[src/common/cio_defs.vh]
`ifndef CIO_DEFS_VH
`define CIO_DEFS_VH

// Fixed opcode words.
`define CIO_OP_REL_JUMP_ACC   14'h000B
`define CIO_OP_SUB_JUMP_ACC   14'h000A
`define CIO_OP_INT_EXIT       14'h0009
`define CIO_OP_SUB_EXIT       14'h0008
`define CIO_OP_STANDBY        14'h0063
`define CIO_OP_WDT_KICK       14'h0064
`define CIO_OP_PRESCALE_LOAD  14'h0062
// Prefixes, compared against the top bits of the word.
`define CIO_PFX_REL_JUMP      5'h19
`define CIO_PFX_SUB_JUMP      3'h4
`define CIO_PFX_ABS_JUMP      3'h5
`define CIO_PFX_CONST_EXIT    6'h34
`define CIO_PFX_DIR_LOAD      11'h00C
`define CIO_PFX_PTR_ADD       7'h62
`define CIO_PFX_IND_MOD       10'h001
`define CIO_PFX_IDX_LOAD      7'h7E
`define CIO_PFX_IDX_STORE     7'h7F
`define CIO_PFX_AND_CONST     6'h39
`define CIO_PFX_ADD_CONST     6'h3E
`define CIO_PFX_AND_FILE      6'h05
// Pointer modifier modes.
`define CIO_MODE_PRE_INC      2'h0
`define CIO_MODE_PRE_DEC      2'h1
`define CIO_MODE_POST_INC     2'h2
`define CIO_MODE_POST_DEC     2'h3
// Reset values.
`define CIO_RST_ACC           8'h00
`define CIO_RST_PTR           16'h0000
`define CIO_RST_PRESCALE      8'hFF
`define CIO_RST_DIR           8'hFF
// Number of pin direction registers.
`define CIO_DIR_COUNT         8

`endif

[src/design/cio_decoder.v]
`include "cio_defs.vh"
`timescale 1ns/1ps
`default_nettype none

module cio_decoder
(
    input  wire        sys_clk,
    input  wire        rstn,
    input  wire        instr_valid,
    input  wire [13:0] instr,
    input  wire [7:0]  mem_rdata,
    input  wire        mem_ready,
    input  wire [7:0]  file_rdata,
    output wire        instr_ready,
    output reg  [1:0]  pc_op,
    output reg  [14:0] pc_target,
    output reg         pc_load,
    output reg  [15:0] mem_addr,
    output reg         mem_rd,
    output reg         mem_wr,
    output reg  [7:0]  mem_wdata,
    output reg  [6:0]  file_addr,
    output reg         file_wr,
    output reg  [7:0]  file_wdata,
    output reg  [7:0]  acc,
    output reg  [15:0] ptr0,
    output reg  [15:0] ptr1,
    output reg  [7:0]  prescale_cfg,
    output reg  [63:0] pin_dir,
    output reg         carry_flag,
    output reg         nibble_outflow_flag,
    output reg         zero_flag,
    output reg         expiry_flag,
    output reg         sleep_entered_flag,
    output reg         standby,
    output reg         watchdog_kick
);

    // PC operation codes towards the fetch unit.
    localparam [1:0] PC_NONE = 2'h0;
    localparam [1:0] PC_JUMP = 2'h1;
    localparam [1:0] PC_CALL = 2'h2;
    localparam [1:0] PC_RET  = 2'h3;

    // Execute states.
    localparam [1:0] ST_EXEC  = 2'h0;
    localparam [1:0] ST_FLUSH = 2'h1;
    localparam [1:0] ST_MEM   = 2'h2;

    reg  [1:0]  state;
    reg  [1:0]  next_state;
    reg         pend_load;

    // Shared pointer arithmetic, sixteen-bit wrap for all modes.
    function [15:0] ptr_add;
        input [15:0] base;
        input [15:0] offs;
        begin
            ptr_add = base + offs;
        end
    endfunction

    function [15:0] sext6;
        input [5:0] k;
        begin
            sext6 = {{10{k[5]}}, k};
        end
    endfunction

    wire [13:0] w = instr;
    wire        is_rel_jump   = (w[13:9] == `CIO_PFX_REL_JUMP);
    wire        is_rel_acc    = (w == `CIO_OP_REL_JUMP_ACC);
    wire        is_call       = (w[13:11] == `CIO_PFX_SUB_JUMP);
    wire        is_absolute_jump       = (w[13:11] == `CIO_PFX_ABS_JUMP);
    wire        is_call_acc   = (w == `CIO_OP_SUB_JUMP_ACC);
    wire        is_const_exit = (w[13:8] == `CIO_PFX_CONST_EXIT);
    wire        is_sub_exit   = (w == `CIO_OP_SUB_EXIT);
    wire        is_int_exit   = (w == `CIO_OP_INT_EXIT);
    wire        is_standby    = (w == `CIO_OP_STANDBY);
    wire        is_kick       = (w == `CIO_OP_WDT_KICK);
    wire        is_prescale   = (w == `CIO_OP_PRESCALE_LOAD);
    // Selectors 2 to 4 share their words with the fixed inherent opcodes, which take priority.
    wire        is_dir_load   = (w[13:3] == `CIO_PFX_DIR_LOAD)
                              & ~is_prescale & ~is_standby & ~is_kick;
    wire        is_ptr_add    = (w[13:7] == `CIO_PFX_PTR_ADD);
    wire        is_ind_mod    = (w[13:4] == `CIO_PFX_IND_MOD);
    wire        is_ind_load   = is_ind_mod & ~w[3];
    wire        is_ind_store  = is_ind_mod & w[3];
    wire        is_idx_load   = (w[13:7] == `CIO_PFX_IDX_LOAD);
    wire        is_idx_store  = (w[13:7] == `CIO_PFX_IDX_STORE);
    wire        is_and_const  = (w[13:8] == `CIO_PFX_AND_CONST);
    wire        is_add_const  = (w[13:8] == `CIO_PFX_ADD_CONST);
    wire        is_and_file   = (w[13:8] == `CIO_PFX_AND_FILE);

    // Pointer selector sits in bit 2 for modifier forms, bit 6 for the rest.
    wire        sel_n   = is_ind_mod ? w[2] : w[6];
    wire [15:0] sel_ptr = sel_n ? ptr1 : ptr0;
    wire [1:0]  mode    = w[1:0];
    wire        pre_mod = (mode == `CIO_MODE_PRE_INC) | (mode == `CIO_MODE_PRE_DEC);
    wire [15:0] step    = mode[0] ? 16'hFFFF : 16'h0001;
    wire [15:0] mod_ptr = ptr_add(sel_ptr, step);
    wire [15:0] ind_addr = is_ind_mod ? (pre_mod ? mod_ptr : sel_ptr)
                                      : ptr_add(sel_ptr, sext6(w[5:0]));
    wire        is_ind  = is_ind_load | is_ind_store | is_idx_load | is_idx_store;
    wire        changes_pc = is_rel_jump | is_rel_acc | is_call | is_absolute_jump | is_call_acc
                           | is_const_exit | is_sub_exit | is_int_exit;
    wire [8:0]  add_res = {1'b0, acc} + {1'b0, w[7:0]};
    wire [4:0]  nib_res = {1'b0, acc[3:0]} + {1'b0, w[3:0]};
    wire [7:0]  and_file_res = acc & file_rdata;

    wire        take = instr_valid & (state == ST_EXEC);
    // Memory reads and writes in the upper half of the pointer space stall until mem_ready.
    assign instr_ready = (state == ST_EXEC);

    always @*
    begin
        next_state = state;
        case (state)
            ST_EXEC:
            begin
                if (take & changes_pc)
                    next_state = ST_FLUSH;
                else if (take & is_ind & ind_addr[15])
                    next_state = ST_MEM;
            end
            ST_FLUSH:
                next_state = ST_EXEC;
            ST_MEM:
            begin
                if (mem_ready)
                    next_state = ST_EXEC;
            end
            default:
                next_state = ST_EXEC;
        endcase
    end

    always @(posedge sys_clk or negedge rstn)
    begin
        if (!rstn)
        begin
            state               <= ST_EXEC;
            pend_load           <= 1'b0;
            pc_op               <= PC_NONE;
            pc_target           <= 15'h0000;
            pc_load             <= 1'b0;
            mem_addr            <= `CIO_RST_PTR;
            mem_rd              <= 1'b0;
            mem_wr              <= 1'b0;
            mem_wdata           <= `CIO_RST_ACC;
            file_addr           <= 7'h00;
            file_wr             <= 1'b0;
            file_wdata          <= `CIO_RST_ACC;
            acc                 <= `CIO_RST_ACC;
            ptr0                <= `CIO_RST_PTR;
            ptr1                <= `CIO_RST_PTR;
            prescale_cfg        <= `CIO_RST_PRESCALE;
            pin_dir             <= {`CIO_DIR_COUNT{`CIO_RST_DIR}};
            carry_flag          <= 1'b0;
            nibble_outflow_flag <= 1'b0;
            zero_flag           <= 1'b0;
            expiry_flag         <= 1'b1;
            sleep_entered_flag  <= 1'b1;
            standby             <= 1'b0;
            watchdog_kick       <= 1'b0;
        end
        else
        begin
            state         <= next_state;
            pc_op         <= PC_NONE;
            pc_load       <= 1'b0;
            mem_rd        <= 1'b0;
            mem_wr        <= 1'b0;
            file_wr       <= 1'b0;
            standby       <= 1'b0;
            watchdog_kick <= 1'b0;
            // Deferred load finishes once the slow memory answers.
            if (state == ST_MEM && mem_ready && pend_load)
            begin
                acc       <= mem_rdata;
                zero_flag <= (mem_rdata == 8'h00);
                pend_load <= 1'b0;
            end
            if (take)
            begin
                if (is_rel_jump)
                begin
                    pc_op     <= PC_JUMP;
                    pc_load   <= 1'b1;
                    pc_target <= {{6{w[8]}}, w[8:0]};
                end
                if (is_rel_acc)
                begin
                    pc_op     <= PC_JUMP;
                    pc_load   <= 1'b1;
                    pc_target <= {7'h00, acc};
                end
                if (is_call | is_absolute_jump)
                begin
                    pc_op     <= is_call ? PC_CALL : PC_JUMP;
                    pc_load   <= 1'b1;
                    pc_target <= {4'h0, w[10:0]};
                end
                if (is_call_acc)
                begin
                    pc_op     <= PC_CALL;
                    pc_load   <= 1'b1;
                    pc_target <= {7'h00, acc};
                end
                if (is_const_exit | is_sub_exit | is_int_exit)
                begin
                    pc_op     <= PC_RET;
                    pc_load   <= 1'b1;
                    pc_target <= {14'h0000, is_int_exit};
                end
                if (is_const_exit)
                    acc <= w[7:0];
                if (is_standby)
                begin
                    expiry_flag        <= 1'b1;
                    sleep_entered_flag <= 1'b0;
                    standby            <= 1'b1;
                end
                if (is_kick)
                begin
                    expiry_flag        <= 1'b1;
                    sleep_entered_flag <= 1'b1;
                    watchdog_kick      <= 1'b1;
                end
                if (is_prescale)
                    prescale_cfg <= acc;
                if (is_dir_load)
                    pin_dir[w[2:0]*8 +: 8] <= acc;
                if (is_ptr_add)
                begin
                    if (sel_n)
                        ptr1 <= ptr_add(ptr1, sext6(w[5:0]));
                    else
                        ptr0 <= ptr_add(ptr0, sext6(w[5:0]));
                end
                if (is_ind_mod)
                begin
                    if (sel_n)
                        ptr1 <= mod_ptr;
                    else
                        ptr0 <= mod_ptr;
                end
                if (is_ind)
                begin
                    mem_addr  <= ind_addr;
                    mem_rd    <= is_ind_load | is_idx_load;
                    mem_wr    <= is_ind_store | is_idx_store;
                    mem_wdata <= acc;
                    pend_load <= ind_addr[15] & (is_ind_load | is_idx_load);
                    // Low half reads complete combinationally in this cycle.
                    if ((is_ind_load | is_idx_load) & ~ind_addr[15])
                    begin
                        acc       <= mem_rdata;
                        zero_flag <= (mem_rdata == 8'h00);
                    end
                end
                if (is_and_const)
                begin
                    acc       <= acc & w[7:0];
                    zero_flag <= ((acc & w[7:0]) == 8'h00);
                end
                if (is_add_const)
                begin
                    acc                 <= add_res[7:0];
                    carry_flag          <= add_res[8];
                    nibble_outflow_flag <= nib_res[4];
                    zero_flag           <= (add_res[7:0] == 8'h00);
                end
                if (is_and_file)
                begin
                    zero_flag <= (and_file_res == 8'h00);
                    if (w[7])
                    begin
                        file_addr  <= w[6:0];
                        file_wr    <= 1'b1;
                        file_wdata <= and_file_res;
                    end
                    else
                        acc <= and_file_res;
                end
            end
        end
    end

endmodule

`default_nettype wire

[config.mk]
export PLATFORM = sky130hd
export DESIGN_NAME = cio_decoder
export DESIGN_NICKNAME = d
export VERILOG_FILES = /design/src/design/cio_decoder.v
export VERILOG_INCLUDE_DIRS = /design/src /design/src/common
export SDC_FILE = /design/constraint.sdc
export NUM_CORES = 1
export LEC_CHECK = 0
export BUFFER_PORTS_ARGS = -buffer_cell sky130_fd_sc_hd__buf_2
export CAP_MARGIN = 10
export CORE_MARGIN = 4
export CORE_UTILIZATION = 50
export DETAILED_ROUTE_END_ITERATION = 8
export GPL_TIMING_DRIVEN = 0
export PLACE_DENSITY = 0.76
export SLEW_MARGIN = 30
export SYNTH_ARGS = -nofsm -noshare
export SYNTH_HDL_FRONTEND = slang
export SYNTH_SLANG_ARGS = --single-unit
[constraint.sdc]
create_clock -name sys_clk -period 3.43 [get_ports sys_clk]
set_input_delay 0.1715 -clock sys_clk [delete_from_list [all_inputs] [get_ports sys_clk]]
set_output_delay 0.1715 -clock sys_clk [all_outputs]
set_load 0.01 [all_outputs]
==> summary.txt, run 1 <==
Power
  • Sw Pwr: 2.44 mW
  • VDD IR-drop max: 0.323 mV
  • Clock power share: 0.317
  • Internal power: around 4 mW
  • Gate power share: 0.316
  • Sw frac: 0.373
  • Pwr Total: 6.55 mW
  • P_leak: 7.09 nW
  • Sequential Power Share: 0.367
  • P per Cell Area: 440 mW/mm^2

GRT
  • Largest net degree at the start of global routing: 88
  • First-pass GRT wire length: 61400 um
  • Vias in the first global route: between 10000 and 15000
  • Gr ovfl total: 0
  • Total track usage: 0.300
  • Antenna violations before repair: 0

Critical path
  • Critical path class: input port to flop
  • WP data required: 3780 ps
  • Crit path arrival time: 4620 ps
  • Setup crit end kind: flop
  • CP max FO: 7
  • CP startpoint kind: input port
  • Worst Reg-to-Reg Cells: 16

Synthesis
  • YS warnings: 0
  • Post-synth EDFFs: 0
  • Seq/Total Area, Yosys: 0.395
  • Mapped Area: 0.0115 sq mm
  • Number of synthesized register bits: between 150 and 200
  • Post-Synthesis Mean Instance Area: 8.67 sq um
  • Mapped Cells: 1327
  • Mapped Nets: about 1400
  • Netlist cell types: between 70 and 80
  • Async S/R FF share, synth: 1.00
  • Top FF cell, synth: dfrtp_1

Placement
  • Pre-CTS setup slack: -1860 ps
  • Post-Place Cells: about 1800
  • Port bufs: 211
  • GP Congestion: 0.953
  • Post-DP HPWL: 28100 um

Timing
  • Rel. slew slack: 0.347
  • Hold Slack: 37.2 ps
  • Max Slew Vio Count: 0
  • Final Hold Fails: 0
  • F_max: roughly 230 MHz
  • Period utilization: 1.24
  • RSZ-0062 raised after global routing: true
  • Post-route minimum period: 4270 ps
  • Worst clock skew: between 10 and 15 ps
  • Final setup violation count: 42
  • Slew @ Worst Pin: 978 ps
  • Setup ws final: -840 ps

Cells and area
  • Final core utilization: 0.658
  • Share of cells above drive strength 1: 0.337
  • # nets final: 1729
  • Layout filler cell count: between 1500 and 2000
  • Syn-to-layout area delta: 29.5%
  • Non-Filler Instances: 1916
  • Antenna Cells: 0

Detailed routing
  • Drt pass-1 iters: 7
  • Post-Route WL: about 40000 um
  • Iter 0 DRT Violations: 1066
  • DRC viols: 0
  • Via count: 11500
  • Drt wl/cell: 20.8 um
  • Vias per inst: roughly 6
  • Final ANT Viol Nets: 0

CTS
  • CTS tree: done
  • Clk root buf: clkbuf_16
  • CTS buffer count: 17
  • Clk_lat worst skew: approximately 450 ps
  • Clock sink total: 178
  • Htree depth: 4
  • Clock Path Buffers: 2
  • Worst-path clk slew: 80 ps

Worst hold path
  • Hold path depth: 3
  • Min-Delay Path Class: input port to flop

Floorplanning
  • Cell row count: 55
  • DIE HEIGHT: 160 um
  • I/O pins: approximately 210
  • Core Region: about 0.023 sq mm
  • Die ar.: around 0.025 sq mm
  • DIE WIDTH: 160 um
  • Starting Density: 0.508

Run status
  • Failing checks: setup timing
  • Status: finished with violations

Job
  • Max Cap Violations: 0
cells in the final DEF (no fill, tap or decap), drive strengths merged, types with 6 or more instances in the layout:
master and n:
a211oi 6, a21boi 7, a21o 16, a21oi 100, a221oi 6, a31oi 13, buf 278, clkbuf 78
dfrtp 105, dfstp 73, ha 72, inv 49, mux2 49, mux2i 14, nand2 233, nand2b 13
nand3 26, nand4 13, nor2 120, nor2b 14, nor3 19, nor4 6, o211ai 6, o21a 7
o21ai 120, o21bai 10, o22ai 27, o31ai 12, or2 6, or3 6, xnor2 38, xor2 20
cell type report:
class / instances / area, sq um / area share
multi-input cells: 1041 / 7250 / 0.487
flip-flops and latches: 178 / 4550 / 0.305
repair buffers: 274 / 1650 / 0.111
clock buffers: 17 / 425 / 0.0286
well taps: 285 / 357 / 0.0239
plain buffers: 66 / 307 / 0.0206
clock inverters: 15 / 203 / 0.0136
inverters: 40 / 150 / 0.0101
power by group through the flow:
stage,clock network [mW],registers (mW),logic [mW]
global placement,0,2.43,1.71
detailed placement,0,2.44,1.74
finish,2.07,2.41,2.07
CTS,2.08,2.40,1.93
global route,2.18,2.42,2.24
floorplan,0,2.46,1.07
synthesized netlist by cell type (4+ instances only):
cell type  count  share of area
o21a_1         7         0.0046
o21bai_1      10         0.0065
buf_4          4         0.0026
nor2_1       120          0.039
and3_1         5         0.0027
or2_2          6         0.0033
nor2b_1       14         0.0076
fa_1           5         0.0087
nand2_1      233          0.076
or4_1          4         0.0026
a31oi_1       13         0.0071
xor2_1        20          0.015
ha_1          72          0.078
nand4_1       13         0.0071
inv_1         40          0.013
o22ai_1       27          0.015
dfrtp_1      105           0.23
mux2_2        48          0.047
nand2b_1      13         0.0071
o2111ai_1      5         0.0038
a21o_1        16          0.010
o211ai_1       6         0.0039
a21boi_0       7         0.0046
o31ai_1       12         0.0078
mux2i_1       14          0.012
o21ai_0      117          0.051
a211oi_1       6         0.0039
nand3_1       26          0.011
dfstp_2       73           0.17
xnor2_1       37          0.028
a21oi_1      100          0.044
nor4_1         5         0.0027
or3_1          6         0.0033
nor3_1        18         0.0078
a221oi_1       6         0.0046
clkbuf_1      61          0.020
what timing repair did:
| item | CTS | global route |
|---|---|---|
| hold endpoints to repair | 75 | 0 |
| hold buffers | 1 | 0 |
| pin swaps | 55 | 55 |
| buffers inserted | 44 | 16 |
| setup endpoints to repair | 51 | 67 |
| gates resized for setup | 76 | 53 |
metal layers:
layer	global-route usage	wire, um	vias up
met5	0	0	-
met4	0.138	2010	0
met3	0.0534	3430	162
met2	0.488	18600	639
met1	0.391	15700	5425
li1	-	-	5291
logic make-up (layout without fill, tap and decap cells):
family / Yosys count / after routing / synth area share
other: 1 / 1 / 0.000326
AOI/OAI and AO/OA: 363 / 363 / 0.192
muxes: 63 / 63 / 0.0605
xor gates and xnor gates: 58 / 58 / 0.0448
buffers and inverters: 108 / 412 / 0.0373
and+or+nand+nor: 479 / 479 / 0.183
DFF: 178 / 178 / 0.395
adders and majority gates: 77 / 77 / 0.0870
through the flow:
stage	TNS (ps)	instance area (sq um)
after floorplan	-8950	11700
after global placement	-118580	13100
after detailed placement	-60480	13200
after CTS	-13390	14600
after global routing	-22210	14900
final	-18330	14900
state kept, by name (all words and copies together) (netlist names), 2 cells and up, named ones only:
name          flops
state             2
pc_op             2
mem_wdata         8
file_wdata        8
prescale_cfg      8
mem_addr         16
ptr0             15
pc_target        12
ptr1             15
file_addr         7
acc               8
pin_dir          64
critical path: stages:
cell and delay, ps:
buf_8 100, or4_4 540, or2_4 260, nor3_4 170, nor2_4 100, clkbuf_16 190, mux2i_4 220, inv_2 80
buf_4 150, ha_4 160, a2111oi_4 350, buf_4 190, a31oi_4 120, and3_4 220, a21o_1 190, mux2_4 340
o21ai_4 140, xnor2_2 160, o32ai_4 170, buf_6 150, a21o_1 180, a221oi_2 240
worst paths after layout:
kind                                        endpoint                      from  slack, ps
setup / recovery                    acc[2]$_DFF_PN0_                 instr[13]       -840
hold / removal             file_wdata[4]$_DFFE_PN0P_             file_rdata[4]         40
setup reg to reg                 zero_flag$_DFF_PN0_                      flop       -460
hold reg to reg             mem_wdata[2]$_DFFE_PN0P_  mem_wdata[2]$_DFFE_PN0P_        470
max in group asynchronous    pin_dir[47]$_DFFE_PN1P_                      rstn       2220
min in group asynchronous          pc_load$_DFF_PN0_                      rstn        170
Note: power is estimated with default switching activity, not from simulation.
==> run 2, diff against run 1 <==
REMOVE_ABC_BUFFERS = 1   (was default)
==> summary.txt, run 2 (synthesis gave the netlist of run 1 again) <==
Timing
  • Slew @ Worst Pin: 942 ps (was 978 ps)
  • Rel. slew slack: 0.370 (was 0.347)
  • RSZ-0062 raised after global routing: true (unchanged)
  • Final Hold Fails: 0 (unchanged)
  • Max Slew Vio Count: 0 (unchanged)
  • Post-route minimum period: 4320 ps (was 4270 ps)
  • F_max: 232 MHz (was 234 MHz)
  • Period utilization: 1.26 (was 1.24)
  • Setup ws final: -889 ps (was -840 ps)
  • Worst clock skew: 15.7 ps (was 12.3 ps)
  • Final setup violation count: 45 (was 42)

Placement
  • Post-DP HPWL: 25500 um (was 28100 um)
  • Dpl cell area: 0.0128 sq mm (was 0.0132 sq mm)
  • GP Congestion: 0.962 (was 0.953)
  • Port bufs: 212 (was 211)
  • Pre-CTS setup slack: -2480 ps (was -1860 ps)
  • Post-Place Cells: 1763 (was 1825)

CTS
  • Clk_lat worst skew: 460 ps (was 450 ps)
  • Clock Path Buffers: 2 (unchanged)
  • Clk root buf: clkbuf_16 (unchanged)
  • Htree depth: 4 (unchanged)
  • Clock sink total: 178 (unchanged)
  • CTS tree: done (unchanged)
  • CTS buffer count: 17 (unchanged)
  • Worst-path clk slew: 80 ps (about the same)

Critical path
  • CP most frequent cell: or4_4
  • Slowest-stage cell, CP: or4_4 (unchanged)
  • Worst Reg-to-Reg Cells: 16 (unchanged)
  • CP max FO: 7 (unchanged)
  • Critical path class: input port to flop (unchanged)
  • Crit path cell chain: buf_8 -> or4_4 -> or2_4 -> nor3_4 -> buf_6 -> nor2_2 -> mux2_4 -> ha_4 -> nor3_1 -> o21a_1 -> nor3_2 -> or4_4 -> a31o_4 -> a21oi_4 -> xor2_4 -> o32ai_4 -> buf_4 -> nand4_1 -> o211ai_1 (was buf_8 -> or4_4 -> or2_4 -> nor3_4 -> nor2_4 -> clkbuf_16 -> mux2i_4 -> inv_2 -> buf_4 -> ha_4 -> a2111oi_4 -> buf_4 -> a31oi_4 -> and3_4 -> a21o_1 -> mux2_4 -> o21ai_4 -> xnor2_2 -> o32ai_4 -> buf_6 -> a21o_1 -> a221oi_2)
  • CP startpoint kind: input port (unchanged)
  • CP Capture Point: acc[5]$_DFF_PN0_ (was acc[2]$_DFF_PN0_)
  • RR Endpoint: acc[5]$_DFF_PN0_ (was zero_flag$_DFF_PN0_)
  • Setup crit end kind: flop (unchanged)
  • Largest stage delay, worst path: 540 ps (about the same)
  • CP Launch Point: instr[12] (was instr[13])
  • R2R Setup Slk: -490 ps (was -460 ps)
  • Crit path arrival time: 4680 ps (was 4620 ps)
  • WP data required: 3790 ps (was 3780 ps)

Floorplanning
  • I/O pins: 214 (unchanged)
  • Core Region: 0.0226 sq mm (unchanged)
  • Cell row count: 55 (unchanged)
  • DIE HEIGHT: 160 um (unchanged)
  • DIE WIDTH: 160 um (unchanged)
  • Starting Density: 0.508 (unchanged)
  • Die ar.: 0.0255 sq mm (unchanged)

Cells and area
  • # nets final: 1667 (was 1729)
  • Top Registers: pin_dir x64, mem_addr x16 (unchanged)
  • Non-Filler Instances: 1854 (was 1916)
  • Syn-to-layout area delta: 29.0% (was 29.5%)
  • Most common cell after layout, fill and taps aside: nand2_1 (unchanged)
  • Reg with most FFs: pin_dir (unchanged)
  • Commonest cells after routing, fill and taps aside: nand2_1, buf_2, nor2_1 (unchanged)
  • Seq. cell area: 0.00455 sq mm (unchanged)
  • Multi-input logic area: 0.00736 sq mm (was 0.00725 sq mm)
  • Final core utilization: 0.655 (was 0.658)
  • Max FFs per register: 64 (unchanged)
  • Share of cells above drive strength 1: 0.351 (was 0.337)
  • Antenna Cells: 0 (unchanged)
  • Final Instance Area: 0.0148 sq mm (was 0.0149 sq mm)
  • Layout filler cell count: 1714 (was 1775)

Power
  • P_leak: 7.03 nW (was 7.09 nW)
  • P per Cell Area: 444 mW/mm^2 (was 440 mW/mm^2)
  • VDD IR-drop max: 0.328 mV (was 0.323 mV)
  • Pwr Total: 6.58 mW (was 6.55 mW)

Detailed routing
  • Top routing layer in use: met4 (unchanged)
  • M1 WL: 15600 um (was 15700 um)
  • Final ANT Viol Nets: 0 (unchanged)
  • Via count: 11300 (was 11500)
  • Drt wl/cell: 21.3 um (was 20.8 um)
  • Post-Route WL: 39600 um (was 39800 um)
  • Vias per inst: 6.11 (was 6.01)
  • Drt pass-1 iters: 5 (was 7)
  • Iter 0 DRT Violations: 1239 (was 1066)
  • Met3 WL: 3030 um (was 3430 um)
  • DRC viols: 0 (unchanged)
  • Met2 WL: 18900 um (was 18600 um)

GRT
  • Antenna violations before repair: 0 (unchanged)
  • Total track usage: 0.294 (was 0.300)
  • First-pass GRT wire length: 60700 um (was 61400 um)
  • Vias in the first global route: 11300 (about the same)
  • Gr ovfl total: 0 (unchanged)
  • Largest net degree at the start of global routing: 91 (was 88)

Run status
  • Status: finished with violations (unchanged)
  • Failing checks: setup timing (unchanged)

Job
  • Max Cap Violations: 0 (unchanged)

Worst hold path
  • Min-Delay Path Class: input port to flop (unchanged)
[run 2: cell count changes in the layout (fill, tap and decap cells not counted), sizes merged]
cell	change
nor2	+1
dlygate4sd3	+1
o32ai	+1
clkinv	+1
clkbuf	-61
clkinvlp	-1
buf	-4
[run 2: per-layer routing]
metal	vias up	global-route usage
li1	5159	-
met1	5386	0.370
met2	634	0.489
met3	149	0.0516
met4	0	0.147
met5	-	0
[run 2: worst min path at each step]
stage / startpoint / cells past startpoint / to / slack (ps)
floorplan: rstn / 0 / async pin / -120
global placement: mem_ready / 3 / state[1]$_DFFE_PN0P_ / 450
detailed placement: rstn / 1 / file_wdata[6]$_DFFE_PN0P_ / 60
CTS: mem_rdata[0] / 3 / acc[0]$_DFF_PN0_ / 2
global route: mem_rdata[1] / 3 / acc[1]$_DFF_PN0_ / 20
finish: file_rdata[4] / 3 / file_wdata[4]$_DFFE_PN0P_ / 20
[run 2: critical path: cells and delay by family]
kind	cells	cell delay, ps
buffers and inverters	3	480
AND/OR/NAND/NOR	8	1990
AO/OA/AOI/OAI	5	1330
adder cells (fa/ha/maj)	1	180
multiplexers	1	390
XOR/XNOR	1	130
[run 2: metrics by stage]
| step | TNS [ps] | hold slack [ps] |
|---|---|---|
| 2_1_floorplan | -30200 | -124 |
| 3_3_place_gp | -244080 | 452 |
| 3_5_place_dp | -68590 | 58.7 |
| 4_1_cts | -11460 | 1.58 |
| 5_1_grt | -24690 | 24.8 |
| 6_report | -19610 | 23.6 |
[run 2: cell type report]
class,instances,area share
multi-input cells,1043,0.496
inverters,40,0.0101
clock inverters,15,0.0149
clock buffers,17,0.0287
well taps,285,0.0240
flip-flops and latches,178,0.306
repair buffers,276,0.120
[run 2: what timing repair did]
action                     in CTS  in global routing
cloned                          2                  0
hold endpoints to repair      102                  0
hold buffers                    2                  0
setup endpoints to repair      46                 45
gates resized for setup       119                 51
buffers inserted               39                 17
pin swaps                      55                 57
[run 2: where the power goes]
group | total [mW] | internal [mW] | leakage (nW) | switching, mW
Clock | 2.09 | 1.03 | 0.308 | 1.06
Sequential | 2.50 | 2.24 | 2.15 | 0.252
Combinational | 2.00 | 0.854 | 4.57 | 1.14
